**src/shared/dcu_pkg.sv**
```systemverilog
// Package with bit positions, reset values and carrier types for the upper control word.
package dcu_pkg;

	// Bit positions within the primary control word.
	localparam int POS_CAL = 24;
	localparam int POS_STREAM = 17;
	localparam int POS_SINE = 16;
	localparam int POS_LOAD_RATE = 15;
	localparam int POS_AUTOCLR_RAMP = 14;
	localparam int POS_AUTOCLR_PHASE = 13;
	localparam int POS_CLR_RAMP = 12;
	localparam int POS_CLR_PHASE = 11;
	localparam int POS_RAMP_EN_SEC = 19;

	// Writable bits of the upper half; all others read as zero.
	localparam logic [31:0] WRITE_MASK = 32'h0103F800;
	// Reset value: only the sine select is set.
	localparam logic [31:0] RESET_VALUE = 32'h00010000;

	// Widths of the parallel port and select pins.
	localparam int PORT_W = 32;
	localparam int FSEL_W = 4;
	localparam int PSEL_W = 3;

	// Function select codes steering a streamed word.
	localparam logic [3:0] FSEL_FREQ = 4'h0;
	localparam logic [3:0] FSEL_PHASE = 4'h1;
	localparam logic [3:0] FSEL_AMP = 4'h2;

	// Destination of a parallel word.
	typedef enum logic [2:0] {
		DEST_FREQ = 3'b001,
		DEST_PHASE = 3'b010,
		DEST_AMP = 3'b100
	} dcu_dest_t;

	// Control strobes sent to the accumulators and ramp timer.
	typedef struct packed {
		logic cal_start;
		logic load_rate;
		logic ramp_clear;
		logic phase_clear;
	} dcu_ctrl_t;

	// Decodes the function select pins to a destination.
	function automatic dcu_dest_t fsel_decode(input logic [3:0] fsel);
		case (fsel)
			FSEL_PHASE: fsel_decode = DEST_PHASE;
			FSEL_AMP: fsel_decode = DEST_AMP;
			default: fsel_decode = DEST_FREQ;
		endcase
	endfunction

endpackage

```
**src/verilog/dcu_control_word.sv**
```systemverilog
// Upper half of the primary control word with its update timing and effects.
module dcu_control_word
	import dcu_pkg::*;
(
	// Clock and master reset.
	input wire logic sys_clk_in,
	input wire logic rst_in,
	// Programming port write and read.
	input wire logic wr_en_in,
	input wire logic [31:0] wr_data_in,
	output logic [31:0] rd_data_out,
	// Update strobe and pins.
	input wire logic io_update_in,
	input wire logic [PSEL_W-1:0] profile_select_pins_in,
	input wire logic [FSEL_W-1:0] function_select_pins_in,
	input wire logic [PORT_W-1:0] parallel_data_in,
	// Ramp enable from the secondary control word.
	input wire logic ramp_enable_in,
	// Effects on the core.
	output logic cal_start_out,
	output logic sine_select_out,
	output logic load_rate_out,
	output logic ramp_clear_out,
	output logic phase_clear_out,
	output logic stream_active_out,
	output logic [PORT_W-1:0] frequency_word_out,
	output logic [15:0] phase_offset_word_out,
	output logic [11:0] amplitude_word_out
);

	////////////////////////////////////////////////////////////////////////////////
	// State.

	typedef enum logic [1:0] {
		CAL_ARMED = 2'b01,
		CAL_SPENT = 2'b10
	} dcu_cal_t;

	logic [31:0] buf_q, buf_d;
	logic [31:0] act_q, act_d;
	logic [PSEL_W-1:0] ps_q, ps_d;
	dcu_cal_t cal_q, cal_d;
	dcu_ctrl_t ctrl_q, ctrl_d;
	logic [31:0] rd_q, rd_d;
	logic transfer;
	logic [PORT_W-1:0] freq_w;
	logic [15:0] phase_w;
	logic [11:0] amp_w;
	logic [PORT_W-1:0] freq_q;
	logic [15:0] phase_q;
	logic [11:0] amp_q;

	////////////////////////////////////////////////////////////////////////////////
	// Write buffer and transfer to the active copy.

	// A transfer happens on an update strobe or any profile pin change.
	always_comb begin
		transfer = io_update_in | (profile_select_pins_in != ps_q);
		ps_d = profile_select_pins_in;
		buf_d = buf_q;
		if (wr_en_in) begin
			buf_d = wr_data_in & WRITE_MASK;
		end
		act_d = act_q;
		if (transfer) begin
			act_d = buf_q;
		end
		rd_d = buf_d;
	end

	// Reset loads defaults so the host sees sine selected after master reset.
	always_ff @(posedge sys_clk_in or posedge rst_in) begin
		if (rst_in) begin
			buf_q <= RESET_VALUE;
			act_q <= RESET_VALUE;
			ps_q <= 3'h0;
			rd_q <= RESET_VALUE;
		end else begin
			buf_q <= buf_d;
			act_q <= act_d;
			ps_q <= ps_d;
			rd_q <= rd_d;
		end
	end

	////////////////////////////////////////////////////////////////////////////////
	// Calibration trigger and accumulator controls.

	// Calibration starts once on a write of the bit while armed; the edge detector
	// ignores a repeated one until the host has written a zero.
	always_comb begin
		cal_d = cal_q;
		ctrl_d = '0;
		case (cal_q)
			CAL_ARMED: begin
				if (wr_en_in && wr_data_in[POS_CAL]) begin
					ctrl_d.cal_start = 1'b1;
					cal_d = CAL_SPENT;
				end
			end
			CAL_SPENT: begin
				if (wr_en_in && !wr_data_in[POS_CAL]) begin
					cal_d = CAL_ARMED;
				end
			end
			default: cal_d = CAL_ARMED;
		endcase
		// Rate reload needs the ramp generator enabled.
		ctrl_d.load_rate = transfer && ramp_enable_in && buf_q[POS_LOAD_RATE];
		// Static clears follow the active copy; auto clears pulse once per transfer.
		ctrl_d.ramp_clear = act_d[POS_CLR_RAMP] | (transfer & buf_q[POS_AUTOCLR_RAMP]);
		ctrl_d.phase_clear = act_d[POS_CLR_PHASE] | (transfer & buf_q[POS_AUTOCLR_PHASE]);
	end

	// Controls are registered so each takes effect on the next edge.
	always_ff @(posedge sys_clk_in or posedge rst_in) begin
		if (rst_in) begin
			cal_q <= CAL_ARMED;
			ctrl_q <= '0;
		end else begin
			cal_q <= cal_d;
			ctrl_q <= ctrl_d;
		end
	end

	////////////////////////////////////////////////////////////////////////////////
	// Parallel port.

	// Streaming mode is taken from the active copy of bit 17.
	dcu_port_router u_router (
		.sys_clk_in(sys_clk_in),
		.rst_in(rst_in),
		.stream_en_in(act_q[POS_STREAM]),
		.update_in(io_update_in),
		.data_in(parallel_data_in),
		.fsel_in(function_select_pins_in),
		.freq_out(freq_w),
		.phase_out(phase_w),
		.amp_out(amp_w)
	);

	// Words are already registered inside the router.
	assign freq_q = freq_w;
	assign phase_q = phase_w;
	assign amp_q = amp_w;

	////////////////////////////////////////////////////////////////////////////////
	// Outputs.

	assign rd_data_out = rd_q;
	assign cal_start_out = ctrl_q.cal_start;
	assign sine_select_out = act_q[POS_SINE];
	assign load_rate_out = ctrl_q.load_rate;
	assign ramp_clear_out = ctrl_q.ramp_clear;
	assign phase_clear_out = ctrl_q.phase_clear;
	assign stream_active_out = act_q[POS_STREAM];
	assign frequency_word_out = freq_q;
	assign phase_offset_word_out = phase_q;
	assign amplitude_word_out = amp_q;

	////////////////////////////////////////////////////////////////////////////////
	// Checks.

	cal_edge_a: assert property (@(posedge sys_clk_in) disable iff (rst_in)
		cal_q == CAL_ARMED && wr_en_in && wr_data_in[POS_CAL] |=> cal_start_out)
		else $error("calibration not started on rising bit");
	cal_once_a: assert property (@(posedge sys_clk_in) disable iff (rst_in)
		cal_q == CAL_SPENT |=> !cal_start_out)
		else $error("calibration repeated without zero");
	sine_hold_a: assert property (@(posedge sys_clk_in) disable iff (rst_in)
		!transfer |=> $stable(sine_select_out))
		else $error("sine select moved without transfer");
	rate_gate_a: assert property (@(posedge sys_clk_in) disable iff (rst_in)
		!ramp_enable_in |=> !load_rate_out)
		else $error("rate loaded while ramp disabled");
	rate_load_a: assert property (@(posedge sys_clk_in) disable iff (rst_in)
		transfer && ramp_enable_in && buf_q[POS_LOAD_RATE] |=> load_rate_out)
		else $error("rate not loaded on transfer");
	ramp_pulse_a: assert property (@(posedge sys_clk_in) disable iff (rst_in)
		transfer && buf_q[POS_AUTOCLR_RAMP] && !buf_q[POS_CLR_RAMP] ##1 !transfer
		|=> !ramp_clear_out)
		else $error("ramp auto clear longer than one cycle");
	phase_auto_a: assert property (@(posedge sys_clk_in) disable iff (rst_in)
		transfer && buf_q[POS_AUTOCLR_PHASE] |=> phase_clear_out)
		else $error("phase auto clear missing");
	ramp_static_a: assert property (@(posedge sys_clk_in) disable iff (rst_in)
		act_q[POS_CLR_RAMP] && !transfer |=> ramp_clear_out)
		else $error("ramp not held at zero");
	phase_static_a: assert property (@(posedge sys_clk_in) disable iff (rst_in)
		act_q[POS_CLR_PHASE] && !transfer |=> phase_clear_out)
		else $error("phase not held at zero");
	open_bits_a: assert property (@(posedge sys_clk_in) disable iff (rst_in)
		(rd_data_out & ~WRITE_MASK) == 32'h00000000)
		else $error("open bit read nonzero");
	transfer_a: assert property (@(posedge sys_clk_in) disable iff (rst_in)
		transfer |=> act_q == $past(buf_q))
		else $error("buffer not transferred");

	cal_c: cover property (@(posedge sys_clk_in) cal_start_out);
	stream_c: cover property (@(posedge sys_clk_in) stream_active_out);
	rate_c: cover property (@(posedge sys_clk_in) load_rate_out);
	phase_c: cover property (@(posedge sys_clk_in) phase_clear_out && !act_q[POS_CLR_PHASE]);

endmodule

```
**src/verilog/dcu_port_router.sv**
```systemverilog
// Parallel port router: strobed or streamed capture of data words.
module dcu_port_router
	import dcu_pkg::*;
(
	// Clock and reset.
	input wire logic sys_clk_in,
	input wire logic rst_in,
	// Mode and data.
	input wire logic stream_en_in,
	input wire logic update_in,
	input wire logic [PORT_W-1:0] data_in,
	input wire logic [FSEL_W-1:0] fsel_in,
	// Routed words.
	output logic [PORT_W-1:0] freq_out,
	output logic [15:0] phase_out,
	output logic [11:0] amp_out
);

	logic [PORT_W-1:0] freq_q, freq_d;
	logic [15:0] phase_q, phase_d;
	logic [11:0] amp_q, amp_d;
	logic take;

	// Streaming samples every edge; otherwise only the update strobe loads a word.
	always_comb begin
		take = stream_en_in | update_in;
		freq_d = freq_q;
		phase_d = phase_q;
		amp_d = amp_q;
		if (take) begin
			case (fsel_decode(fsel_in))
				DEST_PHASE: phase_d = data_in[15:0];
				DEST_AMP: amp_d = data_in[11:0];
				default: freq_d = data_in;
			endcase
		end
	end

	// Word registers.
	always_ff @(posedge sys_clk_in or posedge rst_in) begin
		if (rst_in) begin
			freq_q <= 32'h00000000;
			phase_q <= 16'h0000;
			amp_q <= 12'h000;
		end else begin
			freq_q <= freq_d;
			phase_q <= phase_d;
			amp_q <= amp_d;
		end
	end

	assign freq_out = freq_q;
	assign phase_out = phase_q;
	assign amp_out = amp_q;

	// Strobe mode must not move the frequency or phase word when no update is given.
	hold_a: assert property (@(posedge sys_clk_in) disable iff (rst_in)
		!stream_en_in && !update_in |=> $stable(freq_q) && $stable(phase_q))
		else $error("word changed without update in strobe mode");

	// Streaming captures a frequency word on the next edge.
	stream_a: assert property (@(posedge sys_clk_in) disable iff (rst_in)
		stream_en_in && fsel_in == FSEL_FREQ |=> freq_q == $past(data_in))
		else $error("streamed word not captured");

endmodule

```
**config.mk**
```make
export PLATFORM = sky130hd
export DESIGN_NAME = dcu_control_word
export DESIGN_NICKNAME = d
export VERILOG_FILES = /design/src/shared/dcu_pkg.sv /design/src/verilog/dcu_control_word.sv /design/src/verilog/dcu_port_router.sv
export SDC_FILE = /design/constraint.sdc
export NUM_CORES = 1
export LEC_CHECK = 0
export BUFFER_PORTS_ARGS = -buffer_cell sky130_fd_sc_hd__buf_2
export CAP_MARGIN = 20
export CORE_MARGIN = 5
export CORE_UTILIZATION = 48
export DETAILED_ROUTE_END_ITERATION = 16
export GPL_TIMING_DRIVEN = 0
export HOLD_SLACK_MARGIN = 0.06
export PLACE_DENSITY = 0.95
export SLEW_MARGIN = 20
export SYNTH_ARGS = -nofsm -noshare
export SYNTH_HDL_FRONTEND = slang
export SYNTH_SLANG_ARGS = --single-unit
```
**constraint.sdc**
```tcl
create_clock -name sys_clk_in -period 4.3 [get_ports sys_clk_in]
set_input_delay 0.86 -clock sys_clk_in [delete_from_list [all_inputs] [get_ports sys_clk_in]]
set_output_delay 0.86 -clock sys_clk_in [all_outputs]
set_load 0.005 [all_outputs]
```
; Word-level counts from Yosys, hierarchy flattened
; Cells that the tools add are included.
[totals]
wordCells = 46
input_bits = 76
output_inout_bits = 98
register_bits = 84
[op_classes]
mux = 8
reduce_logical = 10
n_eq_ne = 9
bitwise_logic = 7
[ops]
columns = op, count
row1 = 2-to-1 mux 13 bit, 1
row2 = AND reduction 2 bit, 4
row3 = case mux 3 bit (2 select lines), 1
row4 = == test 4 x 1 -> 1 bit (second input constant), 1
row5 = == test 4 x 2 -> 1 bit (second input constant), 1
row6 = logical AND 1 bit, 4
row7 = 2-to-1 mux 2 bit, 2
row8 = != test 2 bit (second input constant), 2
row9 = OR 1 bit, 4
row10 = case mux 2 bit (2 select lines), 1
row11 = == test 3 x 2 -> 1 bit (second input constant), 1
row12 = == test 3 bit (second input constant), 1
row13 = 2-to-1 mux 3 bit, 1
row14 = != test 3 bit, 1
row15 = AND 1 bit, 2
row16 = == test 2 x 1 -> 1 bit (second input constant), 1
row17 = == test 2 bit (second input constant), 1
row18 = 2-to-1 mux 1 bit, 2
row19 = OR reduction 2 bit, 1
row20 = zero test 1 bit, 1
row21 = NOT 1 bit, 1

; Depth between registers and ports, before layout
; Gate-level depths: netlist of run 1.
[depth]
ltp_word = 7
depth_mapped = 7

; Modules after synthesis
; From an unflattened synthesis of run 1, not the netlist that was laid out.
[hier_totals]
cells_unflattened = 212
hier_area_um2 = 3498.4
[by_module_without_submodules]
columns = mod, instances, cells_each, area_per_inst_um2
row1 = dcu_port_router, 1, 135, 2519.9
row2 = dcu_control_word, 1, 77, 978.4

; Least setup slack after synthesis of run 1
; No wires, ideal clock.
[synth_path]
path_kind = input to register
start = input port function_select_pins_in[3]
end = register u_router.freq_q[0], in the netlist u_router.freq_out[0]
slack_ps = 2056
arrival_time_ps = 2119
path_buffers = 1
cell_stages = 6
setup_time_ps = 125
required_ps = 4175
path_cell_list = nor2_1 -> nand3b_1 -> ha_1 -> o21ai_1 -> buf_2 -> mux2_2
[synth_via]
elab_chain_len = 7
word_cells_on_any_way = 9
[synth_rtl]
columns = item, line_no
row1 = from (decl), dcu_control_word.sv:15  ; input wire logic [FSEL_W-1:0] function_select_pins_in,
row2 = == test 4 x 2 -> 1 bit or == test 4 x 1 -> 1 bit (tied branches), dcu_pkg.sv:47  ; case (fsel)
row3 = case mux 3 bit (2 select lines) *, dcu_pkg.sv:47
row4 = 2-to-1 mux 3 bit *, dcu_port_router.sv:30  ; if (take) begin
row5 = == test 3 x 2 -> 1 bit or == test 3 bit (tied branches), dcu_port_router.sv:31  ; case (fsel_decode(fsel_in))
row6 = OR reduction 2 bit (no line) *, n/a
row7 = NOT 1 bit (no line) *, n/a
row8 = AND reduction 2 bit (no line) *, n/a
row9 = to (signal assigned), dcu_port_router.sv:46  ; freq_q <= freq_d;
row10 = to (decl), dcu_port_router.sv:19  ; logic [PORT_W-1:0] freq_q, freq_d;
; Mark *: on every way between the ends. The rest lies on a longest branch, timed or not. The select of a mux whose other input is x is not followed.
; A chain may end at the register's enable or synchronous reset.

; Final worst setup path of run 1
[layout_path]
start = input port function_select_pins_in[3]
end = register u_router.freq_q[2], in the netlist u_router.freq_out[2]
; The elaborated chain is that of the path after synthesis.

==> flow_summary.ini, run 1 <==
[routing]
firstDrtPassIters = 4
ant_nets = 0
wirelength_mm = 6.87
drc_errors = 0
via_count = 2131
vias_per_cell = 4.65
first_iter_violations = 50
wl_per_cell_microns = 15.0

[logic_synthesis]
avgSynthCellArea_sq_um = 15.2
syn_area_sq_um = 3260
yosysWarnings = 0
synth_cells = 214
synth-main-ff-cell = dfrtp_1
synthArstFlopShare_pct = 100
synth-seq-cells = 81
ys_seq_area_share_pct = 62.3
yosysTopAreaCellShare_pct = 59.9
synth_cell_types = 22
ys_top_cells_by_count = 78 x dfrtp_1, 72 x mux2_2, 24 x buf_4
synth_enable_flop_cells = 0
yosys.area.top_type = dfrtp_1
synth.most_common_cell = dfrtp_1
yosys-top-cells-area = dfrtp_1 60%, mux2_2 25%, buf_4 5.5%

[power_and_ir_drop]
vdd_drop_max_mv = 0.234
pwr-share-seq_pct = 49.8
p_leak_nw = 2.20
power.switching_mw = 0.478
power.total_mw = 1.93
switching_share_pct = 24.8
p_per_area_nw_per_um2 = 448
power.internal_mw = 1.45
power_frac_clock_pct = 30.0
power.share.combinational_pct = 20.1

[grt]
grt_usage_pct = 17.2
grt_pass1_vias = 2413
antenna_found_initial = 0
grt_pass1_wl_mm = 11.6
grt_overflow = 0
grt_max_degree = 44

[worst_setup_path]
worstSetupPathType = input pin to register
reg2reg_slack_ns = 2.62
cp-end-kind = register
cpMostUsedCell = buf_2
r2r-start = act_q[17]
ff2ff_path_depth = 3
cp.arrival_ns = 2.53
crit_chain = buf_2 > nor2_1 > nand3b_1 > ha_1 > o21ai_1 > buf_2 > mux2_2
cp-start-kind = input pin
cp.required_ns = 4.51
critPathSlowestCell = mux2_2
crit-reg2reg-capture = u_router.phase_out[5]
critPathMaxStageDelay_ns = 0.37
crit_fanout = 10

[timing]
period_needed_ns = 2.32
max_freq_ghz = 0.432
fin_ws_ns = 1.98
setup_tns_ns = 0
hold_viol = 0
post-route-period-util_pct = 53.9
slew_violations = 0
finalSetupViolations = 0
worstMarginPinSlew_ns = 0.575
finalClockSkew_ns = 0.0102
rsz0062_at_grt = no
maxSlewHeadroom_pct = 61.3

[clocking]
cts-root-buf = clkbuf_8
postCtsSetupBuffers = 0
clock_path_buffers = 2
postCtsResizedCells = 0
clock_sinks = 81
insertion_delay_ns = 0.34
cts_buffers = 9
htreeDepth = 3
cts.clk_slew.worst_paths_ns = 0.07
cts_tree = done
ctsHoldBuffers = 0

[final_layout]
instances_no_fill = 458
drive_above_1_share_pct = 65.3
finish.utilization_pct = 64.1
nets = 452
diodes = 0
syn_to_final_growth_pct = 32.0

[worst_hold_path]
holdPathStages = 1
worstHoldEndpoint = u_router.phase_out[2]
hp-start = u_router.phase_out[2]
hp-class = register to register

[die]
rows = 30
die_h_microns = 92.4
die_x_microns = 92.4
coreArea_sq_um = 6720
die_area_sq_um = 8540
initial_core_util_pct = 48.5
ioPinCount = 174

[placed_design]
place_inst = 443
gp_congestion = 0.690
hpwl_mm = 5.36
pre_cts_ws_ns = 1.57
numPortBuffers = 125

[job]
cap_viol_max_count = 0

[status]
outcome = complete, no violations
-- metrics by stage --
step / area (sq um) / hold WS, ns
after floorplan: 3350 / 0.479
after global placement: 4070 / 0.481
after detailed placement: 4100 / 0.487
after CTS: 4300 / 0.504
after global routing: 4300 / 0.507
final: 4300 / 0.501
-- critical path, delay by kind of cell --
kind / cells / cell delay (ns)
compound gates: 1 / 0.25
buf+inv: 2 / 0.44
mux: 1 / 0.37
fa+ha+maj: 1 / 0.30
simple gates: 2 / 0.30
-- layout by cell type, fill, tap and decap left out, types with 2 or more instances in the layout --
master	instances
buf_2	130
dfrtp_1	78
mux2_2	72
buf_4	24
conb_1	24
clkbuf_8	9
inv_1	5
nor2_1	4
xor2_1	3
dfstp_2	3
clkbuf_1	2
nand3b_1	2
mux2i_1	2
nor2b_1	2
o21ai_0	2
ha_1	2
bufinv_16	2
-- logic make-up after synthesis --
kind of cell | count (synthesis) | share of synthesized area, %
AO/OA/AOI/OAI | 6 | 1.19
XOR/XNOR | 3 | 0.806
adder cells (fa/ha/maj) | 2 | 0.767
buffers and inverters | 36 | 7.10
flip-flops | 81 | 62.3
multiplexers | 74 | 25.5
other | 1 | 0.115
AND/OR/NAND/NOR | 11 | 2.26
-- per-layer routing --
metal	wire length (microns)	track usage [%]	vias to the layer above
met1	2730	19.7	1026
met5	0	0	-
li1	-	-	998
met2	3480	30.6	96
met4	94	6.31	0
met3	565	4.96	11
-- registers in the layout, summed over array words and instances, names as in the netlist --
name and count:
u_router.freq_out 32, rd_data_out 8, u_router.amp_out 12, cal_start_out 1, u_router.phase_out 16, act_q 4
phase_clear_out 1, load_rate_out 1, ps_q 3, ramp_clear_out 1, cal_q 2
-- power by group through the flow --
stage	sequential [mW]	combinational (mW)	clock [mW]
finish	0.960	0.388	0.578
global route	0.979	0.428	0.641
CTS	0.961	0.395	0.602
detailed placement	0.976	0.395	0
global placement	0.968	0.376	0
floorplan	0.984	0.185	0
-- cell type report --
| class | instances | area [sq um] |
|---|---|---|
| fillers | 531 | 2410 |
| flip-flops and latches | 81 | 2030 |
| multi-input cells | 120 | 1080 |
| repair buffers | 126 | 646 |
| plain buffers | 30 | 209 |
| clock buffers | 10 | 128 |
| well taps | 80 | 100 |
| clock inverters | 5 | 81.3 |
| inverters | 6 | 25.0 |
-- worst max path at each step --
stage | cells after the start | start | endpoint | slack (ns)
final | 7 | function_select_pins_in[3] | u_router.freq_out[2] | 1.98
after floorplan | 1 | rst_in | act_q[11] | 1.36
after detailed placement | 7 | function_select_pins_in[3] | u_router.freq_out[0] | 1.57
after global placement | 2 | rst_in | u_router.freq_out[11] | 0.55
after CTS | 7 | function_select_pins_in[3] | u_router.freq_out[2] | 1.95
after global routing | 7 | function_select_pins_in[3] | u_router.freq_out[2] | 1.85
Note: power is estimated with default switching activity, not from simulation.
==> inputs of run 2 (changes only) <==
--- a/config.mk
+++ b/config.mk
@@ -5,14 +5,15 @@
 export SDC_FILE = /design/constraint.sdc
 export NUM_CORES = 1
 export LEC_CHECK = 0
+export ABC_AREA = 1
 export BUFFER_PORTS_ARGS = -buffer_cell sky130_fd_sc_hd__buf_2
 export CAP_MARGIN = 20
 export CORE_MARGIN = 5
-export CORE_UTILIZATION = 48
+export CORE_UTILIZATION = 45
 export DETAILED_ROUTE_END_ITERATION = 16
 export GPL_TIMING_DRIVEN = 0
 export HOLD_SLACK_MARGIN = 0.06
-export PLACE_DENSITY = 0.95
+export PLACE_DENSITY = 0.9
 export SLEW_MARGIN = 20
 export SYNTH_ARGS = -nofsm -noshare
 export SYNTH_HDL_FRONTEND = slang
==> constraint.sdc (replaced) <==
create_clock -name sys_clk_in -period 2.4 [get_ports sys_clk_in]
set_input_delay 0.48 -clock sys_clk_in [delete_from_list [all_inputs] [get_ports sys_clk_in]]
set_output_delay 0.48 -clock sys_clk_in [all_outputs]
set_load 0.005 [all_outputs]
==> run 2 against run 1 <==
Compared with the run above:
- non-clock buffer count is 8 higher
- clock-buffer cell count stayed put
- largest power group unchanged
- largest cell class unchanged
- cell count is 35% higher
==> flow_summary.ini, run 2 <==
[final_layout]
diodes = 0
largest_reg_flops = 32
nets = 591
mostFrequentLayoutCells = 131 x buf_2, 119 x nand2_1, 78 x dfrtp_1
drive_above_1_share_pct = 38.0
multiInputGateArea_sq_um = 1010
layout_commonest_cell = buf_2
fill_cells = 621
instances_no_fill = 617
syn_to_final_growth_pct = 32.0
layout.area.seq_sq_um = 2030

[routing]
ant_nets = 0
firstDrtPassIters = 4
drc_errors = 0
vias_per_cell = 4.49
wirelength_mm = 8.10
first_iter_violations = 94
wl_per_cell_microns = 13.1
via_count = 2768

[logic_synthesis]
synth_cells = 353
synth-main-ff-cell = dfrtp_1
yosys-top-cells-area = dfrtp_1 58%, nand2_1 13%, o21ai_0 6.0%
ys_top_cells_by_count = 119 x nand2_1, 78 x dfrtp_1, 40 x o21ai_0
synth.most_common_cell = nand2_1
yosysTopAreaCellShare_pct = 58.3
synth_enable_flop_cells = 0
yosys.area.top_type = dfrtp_1
synth_cell_types = 24
synthArstFlopShare_pct = 100
ys_seq_area_share_pct = 60.7
yosysWarnings = 0
syn_area_sq_um = 3350
synth-seq-cells = 81
avgSynthCellArea_sq_um = 9.48

[worst_setup_path]
worstSetupPathType = input pin to register
crit_fanout = 10
reg2reg_slack_ns = 1.07
ff2ff_path_depth = 5
cp-end-kind = register
cp.required_ns = 2.59
crit-reg2reg-capture = u_router.freq_out[5]
r2r-start = act_q[17]
cp-start-kind = input pin
cp.arrival_ns = 2.15

[timing]
post-route-period-util_pct = 81.7
rsz0062_at_grt = no
hold_viol = 0
finalClockSkew_ns = 0.00577
max_freq_ghz = 0.510
finalSetupViolations = 0
setup_tns_ns = 0
slew_violations = 0
hold_slack_ns = 0.203
worstMarginPinSlew_ns = 0.575
maxSlewHeadroom_pct = 61.6
period_needed_ns = 1.96

[clocking]
postCtsResizedCells = 0
htreeDepth = 3
cts.clk_slew.worst_paths_ns = 0.08
cts_tree = done
clock_path_buffers = 2
postCtsSetupBuffers = 0
cts_buffers = 9
ctsHoldBuffers = 0
cts-root-buf = clkbuf_8
clock_sinks = 81
insertion_delay_ns = 0.33

[placed_design]
place_inst = 601
numPortBuffers = 124
hpwl_mm = 6.43
gp_congestion = 0.770

[grt]
grt_usage_pct = 17.8
grt_pass1_vias = 2736
grt_overflow = 0
antenna_found_initial = 0
grt_pass1_wl_mm = 12.8
grt_max_degree = 34

[die]
coreArea_sq_um = 7250
initial_core_util_pct = 46.1
ioPinCount = 174
die_x_microns = 96.2
die_area_sq_um = 9260
rows = 31
die_h_microns = 96.2

[power_and_ir_drop]
p_leak_nw = 2.55
vdd_drop_max_mv = 0.411
p_per_area_nw_per_um2 = 751
power.total_mw = 3.32

[worst_hold_path]
hp-class = input pin to async pin

[status]
outcome = complete, no violations

[job]
cap_viol_max_count = 0
## run 2: changes by cell type in the layout (fill, tap and decap cells not counted), moves of 3 or more
cell / before / now
buf_6: 0 / 3
o21ai_2: 1 / 4
inv_2: 0 / 4
o21ai_0: 2 / 40
xor2_1: 3 / 0
nand2_1: 1 / 119
inv_1: 5 / 27
nand3_1: 0 / 21
mux2_2: 72 / 0
## run 2: kinds of logic (layout without fill, tap and decap cells)
group / Yosys count / count (layout) / share of synthesized area (%)
AO/OA/AOI/OAI: 46 / 46 / 7.48
adder cells (fa/ha/maj): 2 / 2 / 0.748
buffers and inverters: 70 / 212 / 11.7
flip-flops: 81 / 81 / 60.7
other: 1 / 24 / 0.112
AND/OR/NAND/NOR: 153 / 153 / 19.3
## run 2: how the worst max path moves through the flow
| stage | from | depth (start not counted) | endpoint |
|---|---|---|---|
| 6_report | function_select_pins_in[3] | 10 | u_router.freq_out[5] |
| 2_1_floorplan | function_select_pins_in[3] | 11 | u_router.freq_out[26] |
| 4_1_cts | function_select_pins_in[3] | 10 | u_router.freq_out[5] |
| 5_1_grt | function_select_pins_in[3] | 10 | u_router.freq_out[5] |
| 3_5_place_dp | function_select_pins_in[3] | 10 | u_router.freq_out[5] |
| 3_3_place_gp | function_select_pins_in[3] | 10 | u_router.freq_out[4] |
## run 2: final cells by class
cell class / instances / area share [%]
timing repair buffer: 126 / 15.1
buffer: 38 / 6.12
clock inverter: 6 / 1.36
multi-input combinational: 225 / 22.9
tap: 99 / 2.80
clock buffer: 10 / 2.89
sequential: 81 / 46.0
inverter: 32 / 2.80
## run 2: critical path: stages
cell and delay, ns:
buf_2 0.09, nor2_1 0.13, inv_1 0.05, nor3_1 0.25, inv_1 0.09, ha_1 0.29
buf_2 0.18, nand2_4 0.09, clkbuf_1 0.34, o21ai_0 0.16
## run 2: per-layer routing
metal	vias to the layer above	wire length [microns]	GRT usage [%]
met4	0	48	5.21
met1	1275	3230	21.8
li1	1366	-	-
met5	-	0	0
met3	5	734	5.00
met2	122	4080	30.5
## run 2: power breakdown
group | internal, mW | leakage (nW) | switching (mW)
sequential | 1.59 | 0.991 | 0.117
combinational | 0.319 | 1.47 | 0.355
clock | 0.476 | 0.0920 | 0.463
## run 2: stage by stage
step | utilization [%] | instance area [sq um] | worst slack [ns]
after floorplan | - | 3440 | 0.567
after global placement | 57.7 | 4180 | 0.138
after detailed placement | 58.3 | 4230 | 0.0771
after CTS | 60.9 | 4420 | 0.424
after global routing | 60.9 | 4420 | 0.280
final | 60.9 | 4420 | 0.439
==> inputs of run 3 (changes only) <==
==> constraint.sdc (replaced) <==
create_clock -name sys_clk_in -period 1.91 [get_ports sys_clk_in]
set_input_delay 0.382 -clock sys_clk_in [delete_from_list [all_inputs] [get_ports sys_clk_in]]
set_output_delay 0.382 -clock sys_clk_in [all_outputs]
set_load 0.005 [all_outputs]
==> run 3 against run 2 <==
Compared with the run above:
- global-route usage did not move
- sequential share of layout area barely moved
- non-clock buffer count did not move
==> flow_summary.ini, run 3 (synthesis gave the netlist of run 2 again) <==
[status]
outcome = complete, no violations

[final_layout]
syn_to_final_growth_pct = 32.0
multiInputGateArea_sq_um = 1010
layout.area.seq_sq_um = 2030
drive_above_1_share_pct = 38.2
nets = 591
mostFrequentLayoutCells = 131 x buf_2, 119 x nand2_1, 78 x dfrtp_1
largest_reg_flops = 32
diodes = 0
fin_area_sq_um = 4420
layout_commonest_cell = buf_2
finish.utilization_pct = 60.9
fill_cells = 621

[clocking]
cts_tree = done
insertion_delay_ns = 0.33
clock_path_buffers = 2
ctsHoldBuffers = 0
cts_buffers = 9
cts.clk_slew.worst_paths_ns = 0.08
clock_sinks = 81
htreeDepth = 3
cts-root-buf = clkbuf_8
postCtsSetupBuffers = 0

[routing]
ant_nets = 0
vias_per_cell = 4.49
wl_per_cell_microns = 13.1
firstDrtPassIters = 4
drc_errors = 0
first_iter_violations = 94
via_count = 2768
wirelength_mm = 8.10

[timing]
finalClockSkew_ns = 0.00577
rsz0062_at_grt = no
maxSlewHeadroom_pct = 61.6
hold_slack_ns = 0.105
hold_viol = 0
finalSetupViolations = 0
worstMarginPinSlew_ns = 0.575
post-route-period-util_pct = 90.0
period_needed_ns = 1.72
max_freq_ghz = 0.582
slew_violations = 0

[die]
die_x_microns = 96.2
die_h_microns = 96.2
ioPinCount = 174
die_area_sq_um = 9260
rows = 31
coreArea_sq_um = 7250
initial_core_util_pct = 46.1

[grt]
grt_max_degree = 34
grt_pass1_wl_mm = 12.8
antenna_found_initial = 0
grt_pass1_vias = 2736
grt_usage_pct = 17.8
grt_overflow = 0

[power_and_ir_drop]
p_per_area_nw_per_um2 = 943
vdd_drop_max_mv = 0.517
p_leak_nw = 2.55

[worst_setup_path]
critPathBufInv = 6
crit-reg2reg-capture = u_router.phase_out[5]
crit_chain = buf_2 > nor2_1 > inv_1 > nor3_1 > inv_1 > ha_1 > buf_2 > nand2_4 > buf_6 > buf_6 > nand2_1 > nand2_1
crit_fanout = 10
cp-end-kind = register
cpLargestDelayFamily = buffers and inverters
cp.arrival_ns = 1.95
worstSetupPathType = input pin to register
ff2ff_path_depth = 6
critPathMaxStageDelay_ns = 0.28
reg2reg_slack_ns = 0.68
cp-start-kind = input pin
r2r-start = act_q[17]
critPathSlowestCell = ha_1
cp.required_ns = 2.14

[placed_design]
numPortBuffers = 124
gp_congestion = 0.770
place_area_sq_um = 4230
hpwl_mm = 6.43

[worst_hold_path]
hp-class = input pin to async pin

[job]
cap_viol_max_count = 0
==> run 3: worst max path at each step <==
| stage | startpoint | endpoint | slack, ns | depth (start not counted) |
|---|---|---|---|---|
| after floorplan | function_select_pins_in[3] | u_router.freq_out[26] | 0.18 | 11 |
| after CTS | function_select_pins_in[3] | u_router.freq_out[5] | 0.03 | 10 |
| after detailed placement | function_select_pins_in[3] | u_router.freq_out[5] | -0.31 | 10 |
| after global routing | function_select_pins_in[3] | u_router.freq_out[5] | 0.04 | 11 |
| after global placement | function_select_pins_in[3] | u_router.freq_out[4] | -0.25 | 10 |
| final | function_select_pins_in[3] | u_router.freq_out[19] | 0.19 | 12 |
==> run 3: metrics by stage <==
| step | cells | total power [mW] | TNS [ns] | setup slack [ns] |
|---|---|---|---|---|
| 2_1_floorplan | 376 | 2.58 | 0 | 0.175 |
| 3_3_place_gp | 599 | 2.97 | -4.25 | -0.254 |
| 3_5_place_dp | 601 | 3.03 | -6.15 | -0.315 |
| 4_1_cts | 617 | 4.22 | 0 | 0.0319 |
| 5_1_grt | 617 | 4.44 | 0 | 0.0369 |
| 6_report | 617 | 4.17 | 0 | 0.190 |
==> run 3: area by class of cell <==
type / count / area share, %
multi-input cells: 225 / 22.9
inverters: 32 / 2.80
flip-flops and latches: 81 / 46.0
plain buffers: 38 / 6.15
clock inverters: 6 / 1.36
repair buffers: 126 / 15.1
clock buffers: 10 / 2.89
well taps: 99 / 2.80
==> run 3: power by group <==
| part | switching [mW] | internal [mW] |
|---|---|---|
| clock | 0.582 | 0.598 |
| sequential | 0.147 | 1.99 |
| combinational | 0.446 | 0.402 |
| total | 1.17 | 2.99 |
==> run 3: metal layers <==
metal	wire, microns	up-vias	part of all wire [%]	track usage (%)
met5	0	-	0	0
met4	48	0	0.59	5.21
met3	734	5	9.1	5.00
met2	4080	122	50	30.5
met1	3230	1275	40	21.8
li1	-	1366	-	-
==> run 3: timing repair <==
| action | 4_1_cts | 5_1_grt |
|---|---|---|
| endpoints found under the setup margin | 0 | 10 |
| endpoints found under the hold margin | 0 | 0 |
| gates resized for setup | 0 | 2 |
